===== src/hdl/adc_ctrl_pkg.sv =====
package adc_ctrl_pkg;

    // --------------------------------------------------------------
    // Register map (word addresses)
    // --------------------------------------------------------------
    localparam logic [6:0] SLOT_LAST_ADDR = 7'h3F;
    localparam logic [6:0] IRQ_ENABLE_ADDR = 7'h40;
    localparam logic [6:0] IRQ_STATUS_ADDR = 7'h41;
    localparam logic [0:0] SEQ_CTRL_ADDR   = 1'h0;

    // --------------------------------------------------------------
    // Field layout and reset values
    // --------------------------------------------------------------
    localparam int RUN_BIT      = 0;
    localparam int MODE_LSB     = 1;
    localparam int MODE_W       = 3;
    localparam int LO_SAMPLE_LSB = 0;
    localparam int HI_SAMPLE_LSB = 16;
    localparam int SAMPLE_W     = 12;
    localparam int CHAN_W       = 5;
    localparam logic IRQ_ENABLE_RST = 1'b1;

    // --------------------------------------------------------------
    // Sequencer modes and channel codes
    // --------------------------------------------------------------
    localparam logic [2:0] MODE_CONT  = 3'h0;
    localparam logic [2:0] MODE_SINGLE = 3'h1;
    localparam logic [2:0] MODE_RECAL = 3'h7;
    localparam logic [4:0] CHAN_RECAL = 5'h1F;
    localparam logic [4:0] CHAN_TEMP  = 5'h11;

    typedef enum logic [1:0] {SEQ_IDLE, SEQ_RUN, SEQ_RECAL} seq_state_t;

endpackage


===== src/hdl/adc_seq_store.sv =====
// Notes on behaviour
// Command accepted when valid and ready high
// Channel 31 recal, 17 temp, 0-16 inputs
// Start flag marks first slot command
// End flag marks final slot command
// Packet flags copied from command to response
// Response stream never stalls; sink keeps up
// Response carries 5-bit source channel
// Data is 12 bits, 24 for dual
// Threshold event: one-cycle valid with channel
// Threshold data 1 above max, 0 below
// Word-addressed 32-bit register ports, 7/1 bits
// One shared clock for every sub-core
// One reset returns all state to initial
// Mode bits 3:1: 7 recal, 1 single, 0 continuous
// Mode writes ignored while run is set
// Continuous mode repeats the slot sequence
// Run bit change waits for current pass
// Slot words 0-3F, samples at 11:0, 27:16
// Enable bit 0 gates interrupt, resets to 1
// Status bit set on block end, self-clears
// Slots counted from start; end marks block
// Interrupt high when status and enable set
`timescale 1ns/1ps
module adc_seq_store #(
    parameter int NUM_SLOTS = 64,
    parameter int DUAL      = 0,
    parameter logic [5*64-1:0] SLOT_CHANNELS = '0
) (
    input  wire logic                    clk_i,
    input  wire logic                    rst_i,
    // Sequencer register port
    input  wire logic                    seq_addr_i,
    input  wire logic                    seq_read_i,
    input  wire logic                    seq_write_i,
    input  wire logic [31:0]             seq_wdata_i,
    output logic      [31:0]             seq_rdata_o,
    // Sample storage register port
    input  wire logic [6:0]              st_addr_i,
    input  wire logic                    st_read_i,
    input  wire logic                    st_write_i,
    input  wire logic [31:0]             st_wdata_i,
    output logic      [31:0]             st_rdata_o,
    output logic                         irq_o,
    // Command stream to converter control
    output logic                         cmd_valid_o,
    input  wire logic                    cmd_ready_i,
    output logic      [4:0]              cmd_channel_o,
    output logic                         cmd_sop_o,
    output logic                         cmd_eop_o,
    // Converter result, one per slot command
    input  wire logic                    cnv_valid_i,
    input  wire logic [23:0]             cnv_data_i,
    input  wire logic [4:0]              cnv_channel_i,
    input  wire logic                    cnv_sop_i,
    input  wire logic                    cnv_eop_i,
    input  wire logic                    cnv_above_i,
    input  wire logic                    cnv_below_i,
    // Response stream, no ready
    output logic                         rsp_valid_o,
    output logic      [4:0]              rsp_channel_o,
    output logic      [12*(DUAL+1)-1:0]  rsp_data_o,
    output logic                         rsp_sop_o,
    output logic                         rsp_eop_o,
    // Threshold stream, no ready
    output logic                         thr_valid_o,
    output logic      [4:0]              thr_channel_o,
    output logic                         thr_data_o
);

    localparam int DW = 12 * (DUAL + 1);

    if (NUM_SLOTS < 1 || NUM_SLOTS > 64) begin : g_bad_slots
        $error("NUM_SLOTS must be 1 to 64");
    end
    if (DUAL != 0 && DUAL != 1) begin : g_bad_dual
        $error("DUAL must be 0 or 1");
    end

    // --------------------------------------------------------------
    // Sequencer control register
    // --------------------------------------------------------------
    logic                       run_q;
    logic [2:0]                 mode_q;
    logic                       run_req_q;
    adc_ctrl_pkg::seq_state_t   state_q;
    logic [5:0]                 slot_q;
    logic                       cmd_fire;
    logic                       pass_end;
    logic                       seq_wr;
    logic                       seq_stop;

    assign seq_wr   = seq_write_i && seq_addr_i == adc_ctrl_pkg::SEQ_CTRL_ADDR;
    assign cmd_fire = cmd_valid_o && cmd_ready_i;
    assign pass_end = cmd_fire && cmd_eop_o;
    // A run request is used up once a single pass or a recal ends
    assign seq_stop = (state_q == adc_ctrl_pkg::SEQ_RUN && pass_end
                       && mode_q != adc_ctrl_pkg::MODE_CONT)
                   || (state_q == adc_ctrl_pkg::SEQ_RECAL && cmd_fire);

    // Requested run level; applied only between passes
    always_ff @(posedge clk_i) begin
        if (rst_i) begin
            run_req_q <= 1'b0;
        end else if (seq_wr) begin
            run_req_q <= seq_wdata_i[adc_ctrl_pkg::RUN_BIT];
        end else if (seq_stop) begin
            run_req_q <= 1'b0;
        end
    end

    always_ff @(posedge clk_i) begin
        if (rst_i) begin
            mode_q <= adc_ctrl_pkg::MODE_CONT;
        end else if (seq_wr && !run_q) begin
            mode_q <= seq_wdata_i[adc_ctrl_pkg::MODE_LSB +: 3];
        end
    end

    // --------------------------------------------------------------
    // Sequencer state machine
    // --------------------------------------------------------------
    always_ff @(posedge clk_i) begin
        if (rst_i) begin
            state_q <= adc_ctrl_pkg::SEQ_IDLE;
            run_q   <= 1'b0;
            slot_q  <= '0;
        end else begin
            case (state_q)
                adc_ctrl_pkg::SEQ_IDLE: begin
                    slot_q <= '0;
                    if (run_req_q) begin
                        run_q <= 1'b1;
                        if (mode_q == adc_ctrl_pkg::MODE_RECAL)
                            state_q <= adc_ctrl_pkg::SEQ_RECAL;
                        else if (mode_q == adc_ctrl_pkg::MODE_CONT
                                 || mode_q == adc_ctrl_pkg::MODE_SINGLE)
                            state_q <= adc_ctrl_pkg::SEQ_RUN;
                        else
                            run_q <= 1'b0;  // Reserved modes do nothing
                    end
                end
                adc_ctrl_pkg::SEQ_RUN: begin
                    if (cmd_fire) begin
                        if (cmd_eop_o) begin
                            slot_q <= '0;
                            // Stop request honoured only at pass end
                            if (mode_q == adc_ctrl_pkg::MODE_CONT
                                && run_req_q) begin
                                state_q <= adc_ctrl_pkg::SEQ_RUN;
                            end else begin
                                state_q <= adc_ctrl_pkg::SEQ_IDLE;
                                run_q   <= 1'b0;
                            end
                        end else begin
                            slot_q <= slot_q + 6'h1;
                        end
                    end
                end
                adc_ctrl_pkg::SEQ_RECAL: begin
                    if (cmd_fire) begin
                        state_q <= adc_ctrl_pkg::SEQ_IDLE;
                        run_q   <= 1'b0;
                    end
                end
                default: state_q <= adc_ctrl_pkg::SEQ_IDLE;
            endcase
        end
    end

    // Command outputs registered from next-state view
    always_ff @(posedge clk_i) begin
        if (rst_i) begin
            cmd_valid_o   <= 1'b0;
            cmd_channel_o <= '0;
            cmd_sop_o     <= 1'b0;
            cmd_eop_o     <= 1'b0;
        end else if (!cmd_valid_o || cmd_fire) begin
            cmd_valid_o <= 1'b0;
            cmd_sop_o   <= 1'b0;
            cmd_eop_o   <= 1'b0;
            if (state_q == adc_ctrl_pkg::SEQ_RUN && !(pass_end &&
                !(mode_q == adc_ctrl_pkg::MODE_CONT && run_req_q))) begin
                logic [5:0] nxt;
                nxt = pass_end ? 6'h0 :
                      (cmd_fire ? slot_q + 6'h1 : slot_q);
                cmd_valid_o   <= 1'b1;
                cmd_channel_o <= SLOT_CHANNELS[nxt*5 +: 5];
                cmd_sop_o     <= (nxt == 6'h0);
                cmd_eop_o     <= (nxt == 6'(NUM_SLOTS - 1));
            end else if (state_q == adc_ctrl_pkg::SEQ_RECAL
                         && !cmd_fire) begin
                cmd_valid_o   <= 1'b1;
                cmd_channel_o <= adc_ctrl_pkg::CHAN_RECAL;
            end
        end
    end

    always_ff @(posedge clk_i) begin
        if (rst_i) begin
            seq_rdata_o <= '0;
        end else if (seq_read_i) begin
            seq_rdata_o <= {28'h0, mode_q, run_q};
        end
    end

    // --------------------------------------------------------------
    // Response and threshold streams
    // --------------------------------------------------------------
    always_ff @(posedge clk_i) begin
        if (rst_i) begin
            rsp_valid_o   <= 1'b0;
            rsp_channel_o <= '0;
            rsp_data_o    <= '0;
            rsp_sop_o     <= 1'b0;
            rsp_eop_o     <= 1'b0;
        end else begin
            rsp_valid_o   <= cnv_valid_i;
            rsp_channel_o <= cnv_channel_i;
            rsp_data_o    <= cnv_data_i[DW-1:0];
            rsp_sop_o     <= cnv_valid_i && cnv_sop_i;
            rsp_eop_o     <= cnv_valid_i && cnv_eop_i;
        end
    end

    // Max crossing reported when both limits flag at once
    always_ff @(posedge clk_i) begin
        if (rst_i) begin
            thr_valid_o   <= 1'b0;
            thr_channel_o <= '0;
            thr_data_o    <= 1'b0;
        end else begin
            thr_valid_o   <= cnv_valid_i && (cnv_above_i || cnv_below_i);
            thr_channel_o <= cnv_channel_i;
            thr_data_o    <= cnv_above_i;
        end
    end

    // --------------------------------------------------------------
    // Sample storage
    // --------------------------------------------------------------
    logic [DW-1:0] slot_mem_q [64];
    logic [5:0]    wr_slot_q;
    logic [5:0]    wr_idx;
    logic          ier_q;
    logic          isr_q;
    logic          isr_shown_q;

    assign wr_idx = rsp_sop_o ? 6'h0 : wr_slot_q;

    always_ff @(posedge clk_i) begin
        if (rst_i) begin
            wr_slot_q <= '0;
        end else if (rsp_valid_o) begin
            wr_slot_q <= rsp_eop_o ? 6'h0 : wr_idx + 6'h1;
        end
    end

    for (genvar s = 0; s < 64; s++) begin : g_slot
        always_ff @(posedge clk_i) begin
            if (rst_i) begin
                slot_mem_q[s] <= '0;
            end else if (rsp_valid_o && wr_idx == 6'(s)) begin
                slot_mem_q[s] <= rsp_data_o;
            end
        end
    end

    always_ff @(posedge clk_i) begin
        if (rst_i) begin
            ier_q <= adc_ctrl_pkg::IRQ_ENABLE_RST;
        end else if (st_write_i
                     && st_addr_i == adc_ctrl_pkg::IRQ_ENABLE_ADDR) begin
            ier_q <= st_wdata_i[0];
        end
    end

    // Status self-clears the cycle after it was shown; new event wins
    always_ff @(posedge clk_i) begin
        if (rst_i) begin
            isr_q       <= 1'b0;
            isr_shown_q <= 1'b0;
        end else begin
            isr_shown_q <= isr_q;
            if (rsp_valid_o && rsp_eop_o)
                isr_q <= 1'b1;
            else if (isr_shown_q)
                isr_q <= 1'b0;
        end
    end

    always_ff @(posedge clk_i) begin
        if (rst_i) begin
            irq_o <= 1'b0;
        end else begin
            irq_o <= isr_q && ier_q;
        end
    end

    always_ff @(posedge clk_i) begin
        if (rst_i) begin
            st_rdata_o <= '0;
        end else if (st_read_i) begin
            st_rdata_o <= '0;
            if (st_addr_i <= adc_ctrl_pkg::SLOT_LAST_ADDR) begin
                st_rdata_o[adc_ctrl_pkg::LO_SAMPLE_LSB +: 12] <=
                    slot_mem_q[st_addr_i[5:0]][11:0];
                if (DUAL == 1)
                    st_rdata_o[adc_ctrl_pkg::HI_SAMPLE_LSB +: 12] <=
                        slot_mem_q[st_addr_i[5:0]][DW-1 -: 12];
            end else if (st_addr_i == adc_ctrl_pkg::IRQ_ENABLE_ADDR) begin
                st_rdata_o[0] <= ier_q;
            end else if (st_addr_i == adc_ctrl_pkg::IRQ_STATUS_ADDR) begin
                st_rdata_o[0] <= isr_q;
            end
        end
    end

endmodule // adc_seq_store


===== config.mk =====
export PLATFORM = sky130hd
export DESIGN_NAME = adc_seq_store
export DESIGN_NICKNAME = d
export VERILOG_FILES = /design/src/hdl/adc_ctrl_pkg.sv /design/src/hdl/adc_seq_store.sv
export SDC_FILE = /design/constraint.sdc
export NUM_CORES = 1
export LEC_CHECK = 0
export BUFFER_PORTS_ARGS = -buffer_cell sky130_fd_sc_hd__buf_4
export CORE_AREA = 2 2 257 259
export CTS_BUF_LIST = sky130_fd_sc_hd__clkbuf_8
export DETAILED_ROUTE_END_ITERATION = 12
export DIE_AREA = 0 0 259 261
export PLACE_DENSITY = 0.78
export SYNTH_ARGS = -nofsm -noshare
export SYNTH_HDL_FRONTEND = slang
export SYNTH_SLANG_ARGS = --single-unit

===== constraint.sdc =====
create_clock -name clk_i -period 7 [get_ports clk_i]
set_input_delay 1.75 -clock clk_i [delete_from_list [all_inputs] [get_ports clk_i]]
set_output_delay 1.75 -clock clk_i [all_outputs]
set_load 0.005 [all_outputs]

======== After elaboration in Yosys (flattened, before gate mapping) ========
Memory sizes are Yosys's and may differ from the RTL's.
Index checks and enable logic that the tools add are counted.
storage, ports and cells
  register bits after elaboration ......... 69
  RAM bits ................................ 768
  input bits .............................. 113
  output and inout port bits .............. 100
  word-level logic and storage cells ...... 569
  memories kept ........................... 1
memory list
  memory      words  width  read ports  clocked after memory_dff  wr ports  RTL line              RTL
  slot_mem_q  64     12     1           0                         64        adc_seq_store.sv:242  logic [DW-1:0] slot_mem_q [64];
operators by class
  $add $sub $neg .......................... 2
  multiply operators ...................... 1
  order comparisons ....................... 1
  eq/ne operators ......................... 76
  shift-type cells ........................ 1
  multiplexer cells ....................... 295
  bitwise logic cells ..................... 65
  reduce and logical (&&, ||, !) cells .... 104
operators by type and width
  cell                                                          number
  two-way mux 12 bit                                            64
  indexed part select 320 x 10 -> 5 bit (first input constant)  1
  two-way mux 1 bit                                             213
  == test 6 bit (second input constant)                         33
  == test 6 x 5 -> 1 bit (second input constant)                16
  logical AND 1 bit                                             81
  OR 1 bit                                                      64
  == test 6 x 4 -> 1 bit (second input constant)                8
  two-way mux 6 bit                                             6
  == test 6 x 3 -> 1 bit (second input constant)                4
  == test 7 bit (second input constant)                         2
  adder 6 x 1 -> 6 bit (second input constant)                  2
  == test 6 x 2 -> 1 bit (second input constant)                2
  zero test 6 bit                                               2
  two-way mux 2 bit                                             6
  one-hot mux 6 bit (2 select lines)                            1
  two-way mux 11 bit                                            1
  two-way mux 5 bit                                             2
  inequality test 2 bit (second input constant)                 5
  multiplier 6 x 3 -> 9 bit (second input constant)             1
  nonzero test 2 bit                                            4
  <= comparator 7 x 6 -> 1 bit (second input constant)          1
  == test 6 x 1 -> 1 bit (second input constant)                1
  one-hot mux 2 bit (3 select lines)                            1
  other kinds (15)                                              24

======== Depth between registers and ports, before layout ========
Gate-level depths: netlist (run 1).
  depth in word-level cells ............... 8
  gate-level depth with buffers ........... 11
  gate-level depth less buffers ........... 9

======== Worst setup path before layout (run 1) ========
Ideal clock, no wire load.
  path type ............................... input to register
  start ................................... in st_addr_i[1]
  end ..................................... reg st_rdata_o[9]
  setup time .............................. 124 ps
  arrival ................................. 3,554 ps
  required time ........................... 6,876 ps
  path slack .............................. 3,322 ps
  cell stages on the path ................. 7
  buffers on the path ..................... 3
  path through ............................ buf_2 > buf_2 > clkbuf_1 > mux4_2 > mux4_2 > a221oi_2 > o21ai_1
on the way
  longest elaborated chain between the ends .. 2
  elaborated cells between the ends (all ways) .. 3
  classes of those cells .................. 1 x order compare; 1 x mux; 1 x memory
ends and longest elaborated chain
  what                                                                  RTL line              RTL
  start, declared                                                       adc_seq_store.sv:39   input wire logic [6:0] st_addr_i,
  memory (64 x 12 bit) or <= comparator 7 x 6 -> 1 bit (tied branches)  -
  two-way mux 11 bit (*)                                                adc_seq_store.sv:305  if (st_addr_i <= adc_ctrl_pkg::SLOT_LAST_ADDR) begin
  end signal, assigned by index                                         adc_seq_store.sv:306  st_rdata_o[adc_ctrl_pkg::LO_SAMPLE_LSB +: 12] <=
  end signal, assigned by index                                         adc_seq_store.sv:309  st_rdata_o[adc_ctrl_pkg::HI_SAMPLE_LSB +: 12] <=
  end, declared                                                         adc_seq_store.sv:43   output logic [31:0] st_rdata_o,
Every way passes the cells marked *; elsewhere a longest branch is shown, timed or not.
A chain may end at the register's enable or synchronous reset.

======== Worst setup path in the final report (run 1) ========
  start ................................... in st_addr_i[2]
  end ..................................... reg st_rdata_o[3]
Same word-level chain as after synthesis.

==> results of run 1 <==
==> metal layers <==
metal	up-vias	wire length, um	part of all wire
li1	9652	-	-
met1	11200	36400	0.39
met2	1216	44000	0.47
met3	208	9780	0.10
met4	2	3300	0.035
met5	-	16	0.00017
==> synth_stat cells, drive strengths merged, types with 10 or more instances <==
cell      n  area [sq um]
dfxtp    65          1300
nand2    39           146
nand3    20           105
mux2i    54           541
a21oi    23           115
nor2    113           424
buf     119           826
a221oi   11           103
mux4    202          4560
o21bai   65           488
nor2b    41           257
o22ai    10          62.6
a22o     12           105
and2    774          4840
a22oi    19           143
edfxtp  768         23100
clkbuf  181           691
o21ai    23           115
==> flip-flops by register name, summed over array words and instances (netlist names), 2 cells and up <==
name,flops
st_rdata_o,12
wr_slot_q,6
state_q,2
seq_rdata_o,4
slot_mem_q,768
slot_q,6
thr_channel_o,5
mode_q,3
rsp_data_o,12
==> logic make-up (layout without fill, tap and decap cells) <==
kind of cell | after synthesis | in the layout | synth area share
AOI/OAI and AO/OA | 201 | 201 | 0.0371
xor gates and xnor gates | 1 | 1 | 0.000226
adders and majority gates | 9 | 9 | 0.00291
buffers and inverters | 309 | 416 | 0.0401
DFF | 833 | 833 | 0.630
muxes | 260 | 260 | 0.133
other | 1 | 50 | 0.0000969
and+or+nand+nor | 1031 | 1031 | 0.157
==> layout by cell type, fill, tap and decap left out, types with 23 or more instances in the layout <==
master / instances
dfxtp_1: 53
edfxtp_1: 768
o21bai_1: 64
nor2_1: 113
buf_4: 160
a21oi_1: 23
mux4_2: 198
nand2_1: 39
and2_1: 774
nor2b_1: 41
mux2i_1: 54
clkbuf_8: 150
conb_1: 48
inv_1: 61
==> through the flow <==
stage	setup slack [ns]	instance area, sq um	hold slack (ns)
CTS	3.04	42300	0.496
global route	2.83	42300	0.522
finish	2.85	42300	0.500
floorplan	3.32	38900	0.450
detailed placement	2.19	39700	0.488
global placement	2.19	39700	0.476
==> final cells by class <==
class                   count  area (sq um)
diodes                      2          5.00
clock buffers             150          2060
clock inverters            92           472
fillers                  4527         22800
inverters                   9          33.8
multi-input cells        1550         13000
flip-flops and latches    833         24400
well taps                 864          1080
repair buffers            165          1280
==> final timing paths <==
check,startpoint,end,depth (start not counted)
max,st_addr_i[2],st_rdata_o[3],6
min,seq_rdata_o[0],seq_rdata_o[0],2
max reg2reg,rsp_sop_o,slot_mem_q[47][0],6
min reg2reg,seq_rdata_o[0],seq_rdata_o[0],2
==> power by group <==
| part | switching [uW] | total, uW | leakage, uW | internal [uW] |
|---|---|---|---|---|
| clock network | 1910 | 3980 | 0.00146 | 2070 |
| logic | 467 | 760 | 0.00579 | 293 |
| registers | 62.0 | 5650 | 0.00847 | 5590 |
| total | 2440 | 10400 | 0.0157 | 7960 |
==> worst max-delay path, stage by stage <==
cell and delay, ns:
buf_6 0.63, buf_4 0.78, mux4_2 0.41, a221oi_1 0.55, o22ai_1 0.25, a221o_1 0.31
==> flow_summary.yaml, run 1 <==
outcome:
  status: "finished, final reports clean"
synthesis:
  ys_seq_area_frac: 0.630
  synthesis.area_sq_um: 38700
  yosysUniqueCellTypes: 61
  synth_area_per_cell_sq_um: 14.6
  ys_warn_count: 0
  ys_ff_latch: 833
  synth_edf_count: 768
  synth_cells: 2645
  synthArstFlopShare: 0
  synthFlopType: "edfxtp_1"
sta:
  fin_crit_ns: 4.15
  finalHoldViolCount: 0
  final_max_slew_viol_count: 0
  clock-skew-final_ns: 0.0467
  tightest_slew_ns: 1.43
  rsz0062_at_grt: "false"
  fin_setup_tns_ns: 0
  relSlewSlack: 0.0447
  fin_crit_sh: 0.593
  setup_viol: 0
  fmax_mhz: 241
routing:
  ant_nets: 0
  first_iter_violations: 2715
  firstDrtPassIters: 7
  wl_per_cell_um: 25.5
  wl_mm: 93.5
  drc: 0
  vias: 22300
  vias_per_cell: 6.08
clock_tree:
  clk_latency_ns: 0.81
  ctsHoldBuffers: 0
  postCtsSetupBuffers: 0
  numCtsBuffers: 135
  clock-sinks: 833
  post_cts_resized: 0
  htree_num_levels: 4
  path_clk_slew_ns: 0.06
  cts_tree: "yes"
  cts_buffer_depth: 3
  cts_root_buf: "clkbuf_8"
pwr:
  power_uw: 10400
  power.density_nw_per_um2: 246
  p_leak_uw: 0.0157
  vdd_drop_max_v: 0.000158
worst_setup_path:
  path_class: "in -> reg"
  arrival_ns: 4.82
  start_kind: "input port"
  required_ns: 7.67
  cp-end-kind: "register"
  cp_max_fo: 82
  r2r_slack_ns: 3.50
place:
  dp_cells: 3421
  port_buffers: 93
  place_congestion: 0.890
  place_hpwl_mm: 55.9
layout:
  syn2layout_area_growth_pct: 9.25
  fin_cells: 3665
  finalNetCount: 2816
  post-route-util: 0.650
  drive_gt1_frac: 0.199
die:
  dieArea_sq_um: 67600
  ioPinCount: 213
  coreArea_sq_um: 65000
  row_count: 94
  die_w_um: 259
  die-height_um: 261
  floorplan.initialDensity: 0.595
grt:
  grt_usage: 0.282
  first_global_vias: 22600
  antenna_found_initial: 3
  met3_usage: 0.0800
  grt_max_degree: 83
  grt_pass1_wl_mm: 139
  gr-usage-met2: 0.437
  met1_usage: 0.382
  busiest_layer: "met2"
  grt_overflow: 0
flow_run:
  maxCapViolCount: 0
worst_hold_path:
  holdCritPathClass: "reg -> reg"
No activity file was read; power rests on OpenSTA's default activity.
==> run 2: changes to the inputs <==
--- a/config.mk
+++ b/config.mk
@@ -6,10 +6,10 @@
 export NUM_CORES = 1
 export LEC_CHECK = 0
 export BUFFER_PORTS_ARGS = -buffer_cell sky130_fd_sc_hd__buf_4
-export CORE_AREA = 2 2 257 259
+export CORE_AREA = 2 2 264 266
 export CTS_BUF_LIST = sky130_fd_sc_hd__clkbuf_8
 export DETAILED_ROUTE_END_ITERATION = 12
-export DIE_AREA = 0 0 259 261
+export DIE_AREA = 0 0 266 268
 export PLACE_DENSITY = 0.78
 export SYNTH_ARGS = -nofsm -noshare
 export SYNTH_HDL_FRONTEND = slang
==> constraint.sdc (replaced) <==
create_clock -name clk_i -period 3.5 [get_ports clk_i]
set_input_delay 0.875 -clock clk_i [delete_from_list [all_inputs] [get_ports clk_i]]
set_output_delay 0.875 -clock clk_i [all_outputs]
set_load 0.005 [all_outputs]
==> flow_summary.yaml, run 2 (synthesized netlist as in run 1, its figures left out) <==
outcome:
  status: "finished, final reports clean"
pwr:
  clock_power_share: 0.382
  internal-power_uw: 16000
  p_sw_uw: 4960
  p_sw_frac: 0.237
  combPwrFrac: 0.077
  power.density_nw_per_um2: 484
  power_frac_seq: 0.541
  p_leak_uw: 0.0163
  vdd_drop_max_v: 0.000305
sta:
  setup_viol: 0
  fmax_mhz: 320
  fin_crit_ns: 3.12
  tightest_slew_ns: 1.32
  rsz0062_at_grt: "false"
  clock-skew-final_ns: 0.0396
  fin_crit_sh: 0.892
  fin_setup_tns_ns: 0
  finalHoldViolCount: 0
  finalWorstSetupSlack_ns: 0.378
  relSlewSlack: 0.120
  final_max_slew_viol_count: 0
grt:
  first_global_vias: 23300
  grt_overflow: 0
  grt_usage: 0.275
  antenna_found_initial: 4
  grt_max_degree: 65
  grt_pass1_wl_mm: 142
layout:
  final_cell_mix: "774 x and2_1, 768 x edfxtp_1, 260 x buf_4, 198 x mux4_2, 149 x clkbuf_8"
  drive_gt1_frac: 0.227
  largest_register_ffs: 768
  post-route-util: 0.633
  top_regs: "slot_mem_q x768, rsp_data_o x12, st_rdata_o x12"
  fin_cells: 3796
  finalNetCount: 2926
  syn2layout_area_growth_pct: 11.7
  design_area_sq_um: 43200
  layout_commonest_cell: "and2_1"
  top_register: "slot_mem_q"
routing:
  first_iter_violations: 2711
  wl_mm: 96.3
  firstDrtPassIters: 6
  wl_met2_mm: 45.4
  ant_nets: 0
  wl_met3_mm: 10.8
  vias: 22900
  wl_per_cell_um: 25.4
  met1_length_mm: 36.0
  drc: 0
  dr.max_layer_used: "met5"
  vias_per_cell: 6.04
die:
  die_w_um: 266
  coreArea_sq_um: 68200
  ioPinCount: 213
  die-height_um: 268
  row_count: 96
  floorplan.initialDensity: 0.567
  dieArea_sq_um: 71300
worst_setup_path:
  cp_slowest_cell: "nor2_1"
  reg2regPathDepth: 7
  required_ns: 4.15
  arrival_ns: 3.77
  path_class: "reg -> reg"
  cp.depth: 7
  cp-end-kind: "register"
  start_kind: "register"
  cp_max_fo: 12
  cp_cell_sequence: "nand2b_1, inv_1, ha_1, nor2b_1, nand2_1, nor2_1, and2_1"
  max_stage_delay_ns: 0.87
  critPathTopFamily: "simple AND/OR/NAND/NOR gates"
  cp_num_buf_inv: 1
flow_run:
  maxCapViolCount: 0
place:
  port_buffers: 93
  place_ws_ns: 0.189
  place_congestion: 0.880
  dp_cells: 3547
  place_hpwl_mm: 59.6
  dpl_cell_area_sq_um: 40700
clock_tree:
  postCtsSetupBuffers: 0
  cts_buffer_depth: 3
  cts_tree: "yes"
  path_clk_slew_ns: 0.06
  ctsHoldBuffers: 0
  clock-sinks: 833
  post_cts_resized: 0
  htree_num_levels: 4
  numCtsBuffers: 137
  clk_latency_ns: 0.80
  cts_root_buf: "clkbuf_8"
worst_hold_path:
  whs_path_depth: 2
  holdCritPathClass: "in -> reg"
==> run 2: changes by cell type in the layout (fill, tap and decap cells not counted), moves of 2 or more <==
cell / delta
buf_12: +8
buf_4: +100
clkinv_1: +4
clkinv_2: +2
clkinvlp_4: -6
inv_1: +4
==> run 2: path summary, 6_finish.rpt <==
kind,start,endpoint,slack [ns]
max,rsp_sop_o,slot_mem_q[55][8],0.38
min,cnv_data_i[0],rsp_data_o[0],0.29
max reg2reg,rsp_sop_o,slot_mem_q[55][8],0.38
min reg2reg,ier_q,irq_o,0.49
==> run 2: power groups by stage <==
stage	Clock, uW	Combinational (uW)	Sequential (uW)
after floorplan	0	1000	11500
after global placement	0	1560	11500
after detailed placement	0	1590	11500
after CTS	8110	1590	11300
after global routing	8550	1690	11300
final	8000	1610	11300
==> run 2: area by class of cell <==
cell class / count / area, sq um
fillers: 4856 / 25000
flip-flops and latches: 833 / 24400
multi-input cells: 1550 / 12900
repair buffers: 273 / 2190
clock buffers: 149 / 2050
well taps: 882 / 1100
clock inverters: 99 / 493
inverters: 9 / 33.8
diodes: 1 / 2.50
==> run 2: worst reg2reg max path, delay by kind of cell, from the launching register on <==
| kind | cells | cell delay (ns) |
|---|---|---|
| adder cells (fa/ha/maj) | 1 | 0.22 |
| AND/OR/NAND/NOR | 5 | 2.18 |
| buffers and inverters | 1 | 0.12 |
| flip-flops | 1 | 0.46 |
==> run 2: routing by layer <==
layer / vias up / global-route usage
met5: - / 0
met4: 2 / 0.127
met3: 249 / 0.0691
met2: 1359 / 0.433
met1: 11400 / 0.363
li1: 9872 / -
==> run 2: stage by stage <==
step | total power, uW | hold slack, ns
5_1_grt | 21600 | 0.253
3_5_place_dp | 13100 | 0.474
4_1_cts | 21000 | 0.223
2_1_floorplan | 12500 | 0.450
6_report | 20900 | 0.287
3_3_place_gp | 13000 | 0.473
==> run 3: changes to the inputs <==
==> config.mk (replaced) <==
export PLATFORM = sky130hd
export DESIGN_NAME = adc_seq_store
export DESIGN_NICKNAME = d
export VERILOG_FILES = /design/src/hdl/adc_ctrl_pkg.sv /design/src/hdl/adc_seq_store.sv
export SDC_FILE = /design/constraint.sdc
export NUM_CORES = 1
export LEC_CHECK = 0
export ABC_CLOCK_PERIOD_IN_PS = 3500
export BUFFER_PORTS_ARGS = -buffer_cell sky130_fd_sc_hd__buf_4
export CORE_AREA = 2 2 269 271
export DETAILED_ROUTE_END_ITERATION = 12
export DIE_AREA = 0 0 271 273
export PLACE_DENSITY = 0.75
export SYNTH_ARGS = -nofsm -noshare
export SYNTH_HDL_FRONTEND = slang
export SYNTH_SLANG_ARGS = --single-unit
==> flow_summary.yaml, run 3 (synthesized netlist as in run 1, its figures left out) <==
flow_run:
  maxCapViolCount: 0
place:
  place_hpwl_mm: 59.9
  place_congestion: 0.873
  port_buffers: 93
  dpl_cell_area_sq_um: 40800
die:
  ioPinCount: 213
  die_w_um: 271
  dieArea_sq_um: 74000
  die-height_um: 273
  coreArea_sq_um: 71000
  row_count: 98
  floorplan.initialDensity: 0.545
sta:
  relSlewSlack: 0.120
  tightest_slew_ns: 1.32
  fmax_mhz: 344
  setup_viol: 0
  clock-skew-final_ns: 0.0310
  fin_crit_ns: 2.91
  finalHoldViolCount: 0
  rsz0062_at_grt: "false"
  fin_crit_sh: 0.832
  fin_setup_tns_ns: 0
  final_max_slew_viol_count: 0
pwr:
  p_leak_uw: 0.0163
  power.density_nw_per_um2: 513
  vdd_drop_max_v: 0.000353
  power_uw: 22500
layout:
  final_cell_mix: "774 x and2_1, 768 x edfxtp_1, 268 x buf_4, 198 x mux4_2, 113 x nor2_1"
  antenna_cells: 0
  fillers: 5157
  drive_gt1_frac: 0.223
  design_area_sq_um: 43800
  largest_register_ffs: 768
  layout_commonest_cell: "and2_1"
  syn2layout_area_growth_pct: 13.1
  top_regs: "slot_mem_q x768, rsp_data_o x12, st_rdata_o x12"
  post-route-util: 0.616
  finalNetCount: 2884
  top_register: "slot_mem_q"
grt:
  antenna_found_initial: 2
  grt_pass1_wl_mm: 143
  first_global_vias: 23300
  grt_overflow: 0
  grt_max_degree: 65
  grt_usage: 0.261
routing:
  wl_per_cell_um: 25.4
  wl_mm: 96.1
  vias: 22600
  first_iter_violations: 2395
  ant_nets: 0
  firstDrtPassIters: 5
  drc: 0
  vias_per_cell: 5.98
outcome:
  status: "finished, final reports clean"
worst_setup_path:
  cp_max_fo: 14
  start_kind: "register"
  cp-end-kind: "register"
  arrival_ns: 3.14
  required_ns: 3.73
  path_class: "reg -> reg"
  r2r_slack_ns: 0.59
clock_tree:
  cts_buffer_depth: 3
  cts_root_buf: "clkbuf_16"
  postCtsSetupBuffers: 0
  ctsHoldBuffers: 0
  path_clk_slew_ns: 0.06
  post_cts_resized: 0
  cts_tree: "yes"
  htree_num_levels: 3
  clock-sinks: 833
  numCtsBuffers: 86
  clk_latency_ns: 0.65
worst_hold_path:
  holdCritPathClass: "in -> reg"
## run 3: through the flow
step	hold slack [ns]	setup slack (ns)	cells
2_1_floorplan	0.450	0.697	2692
3_3_place_gp	0.446	0.205	3624
3_5_place_dp	0.474	0.142	3624
4_1_cts	0.420	0.574	3784
5_1_grt	0.430	0.355	3784
6_report	0.444	0.590	3784
## run 3: final timing paths
check / startpoint / end / depth (start not counted)
worst max-delay path: rsp_sop_o / slot_mem_q[38][1] / 5
worst min-delay path: cnv_above_i / thr_valid_o / 2
worst max register to register: rsp_sop_o / slot_mem_q[38][1] / 5
worst min register to register: st_rdata_o[5] / st_rdata_o[5] / 2
## run 3: critical path: stages, from the launching register on
cell,delay (ns)
dfxtp_1,0.63
nand2b_1,0.23
ha_1,0.19
nor2b_1,0.23
nand2_1,0.17
o21bai_1,1.05
## run 3: metal layers
metal  up-vias  routed length [um]  track usage
li1       9776                   -            -
met1     11500               37000        0.349
met2      1153               46000        0.423
met3       211                9630       0.0573
met4         2                3470       0.0965
met5         -                  11            0
## run 3: final cells by class
class	instances	area (sq um)	area share
timing repair buffer	282	2270	0.0519
multi-input combinational	1550	13000	0.296
clock buffer	116	2430	0.0556
tap	950	1190	0.0272
clock inverter	44	504	0.0115
inverter	9	33.8	0.000772
sequential	833	24400	0.557
## run 3: where the power goes
part           switching, uW  leakage, uW  internal [uW]
clock                   3840      0.00144           5690
combinational            968      0.00642            655
sequential               128      0.00847          11200
total                   4930       0.0163          17500
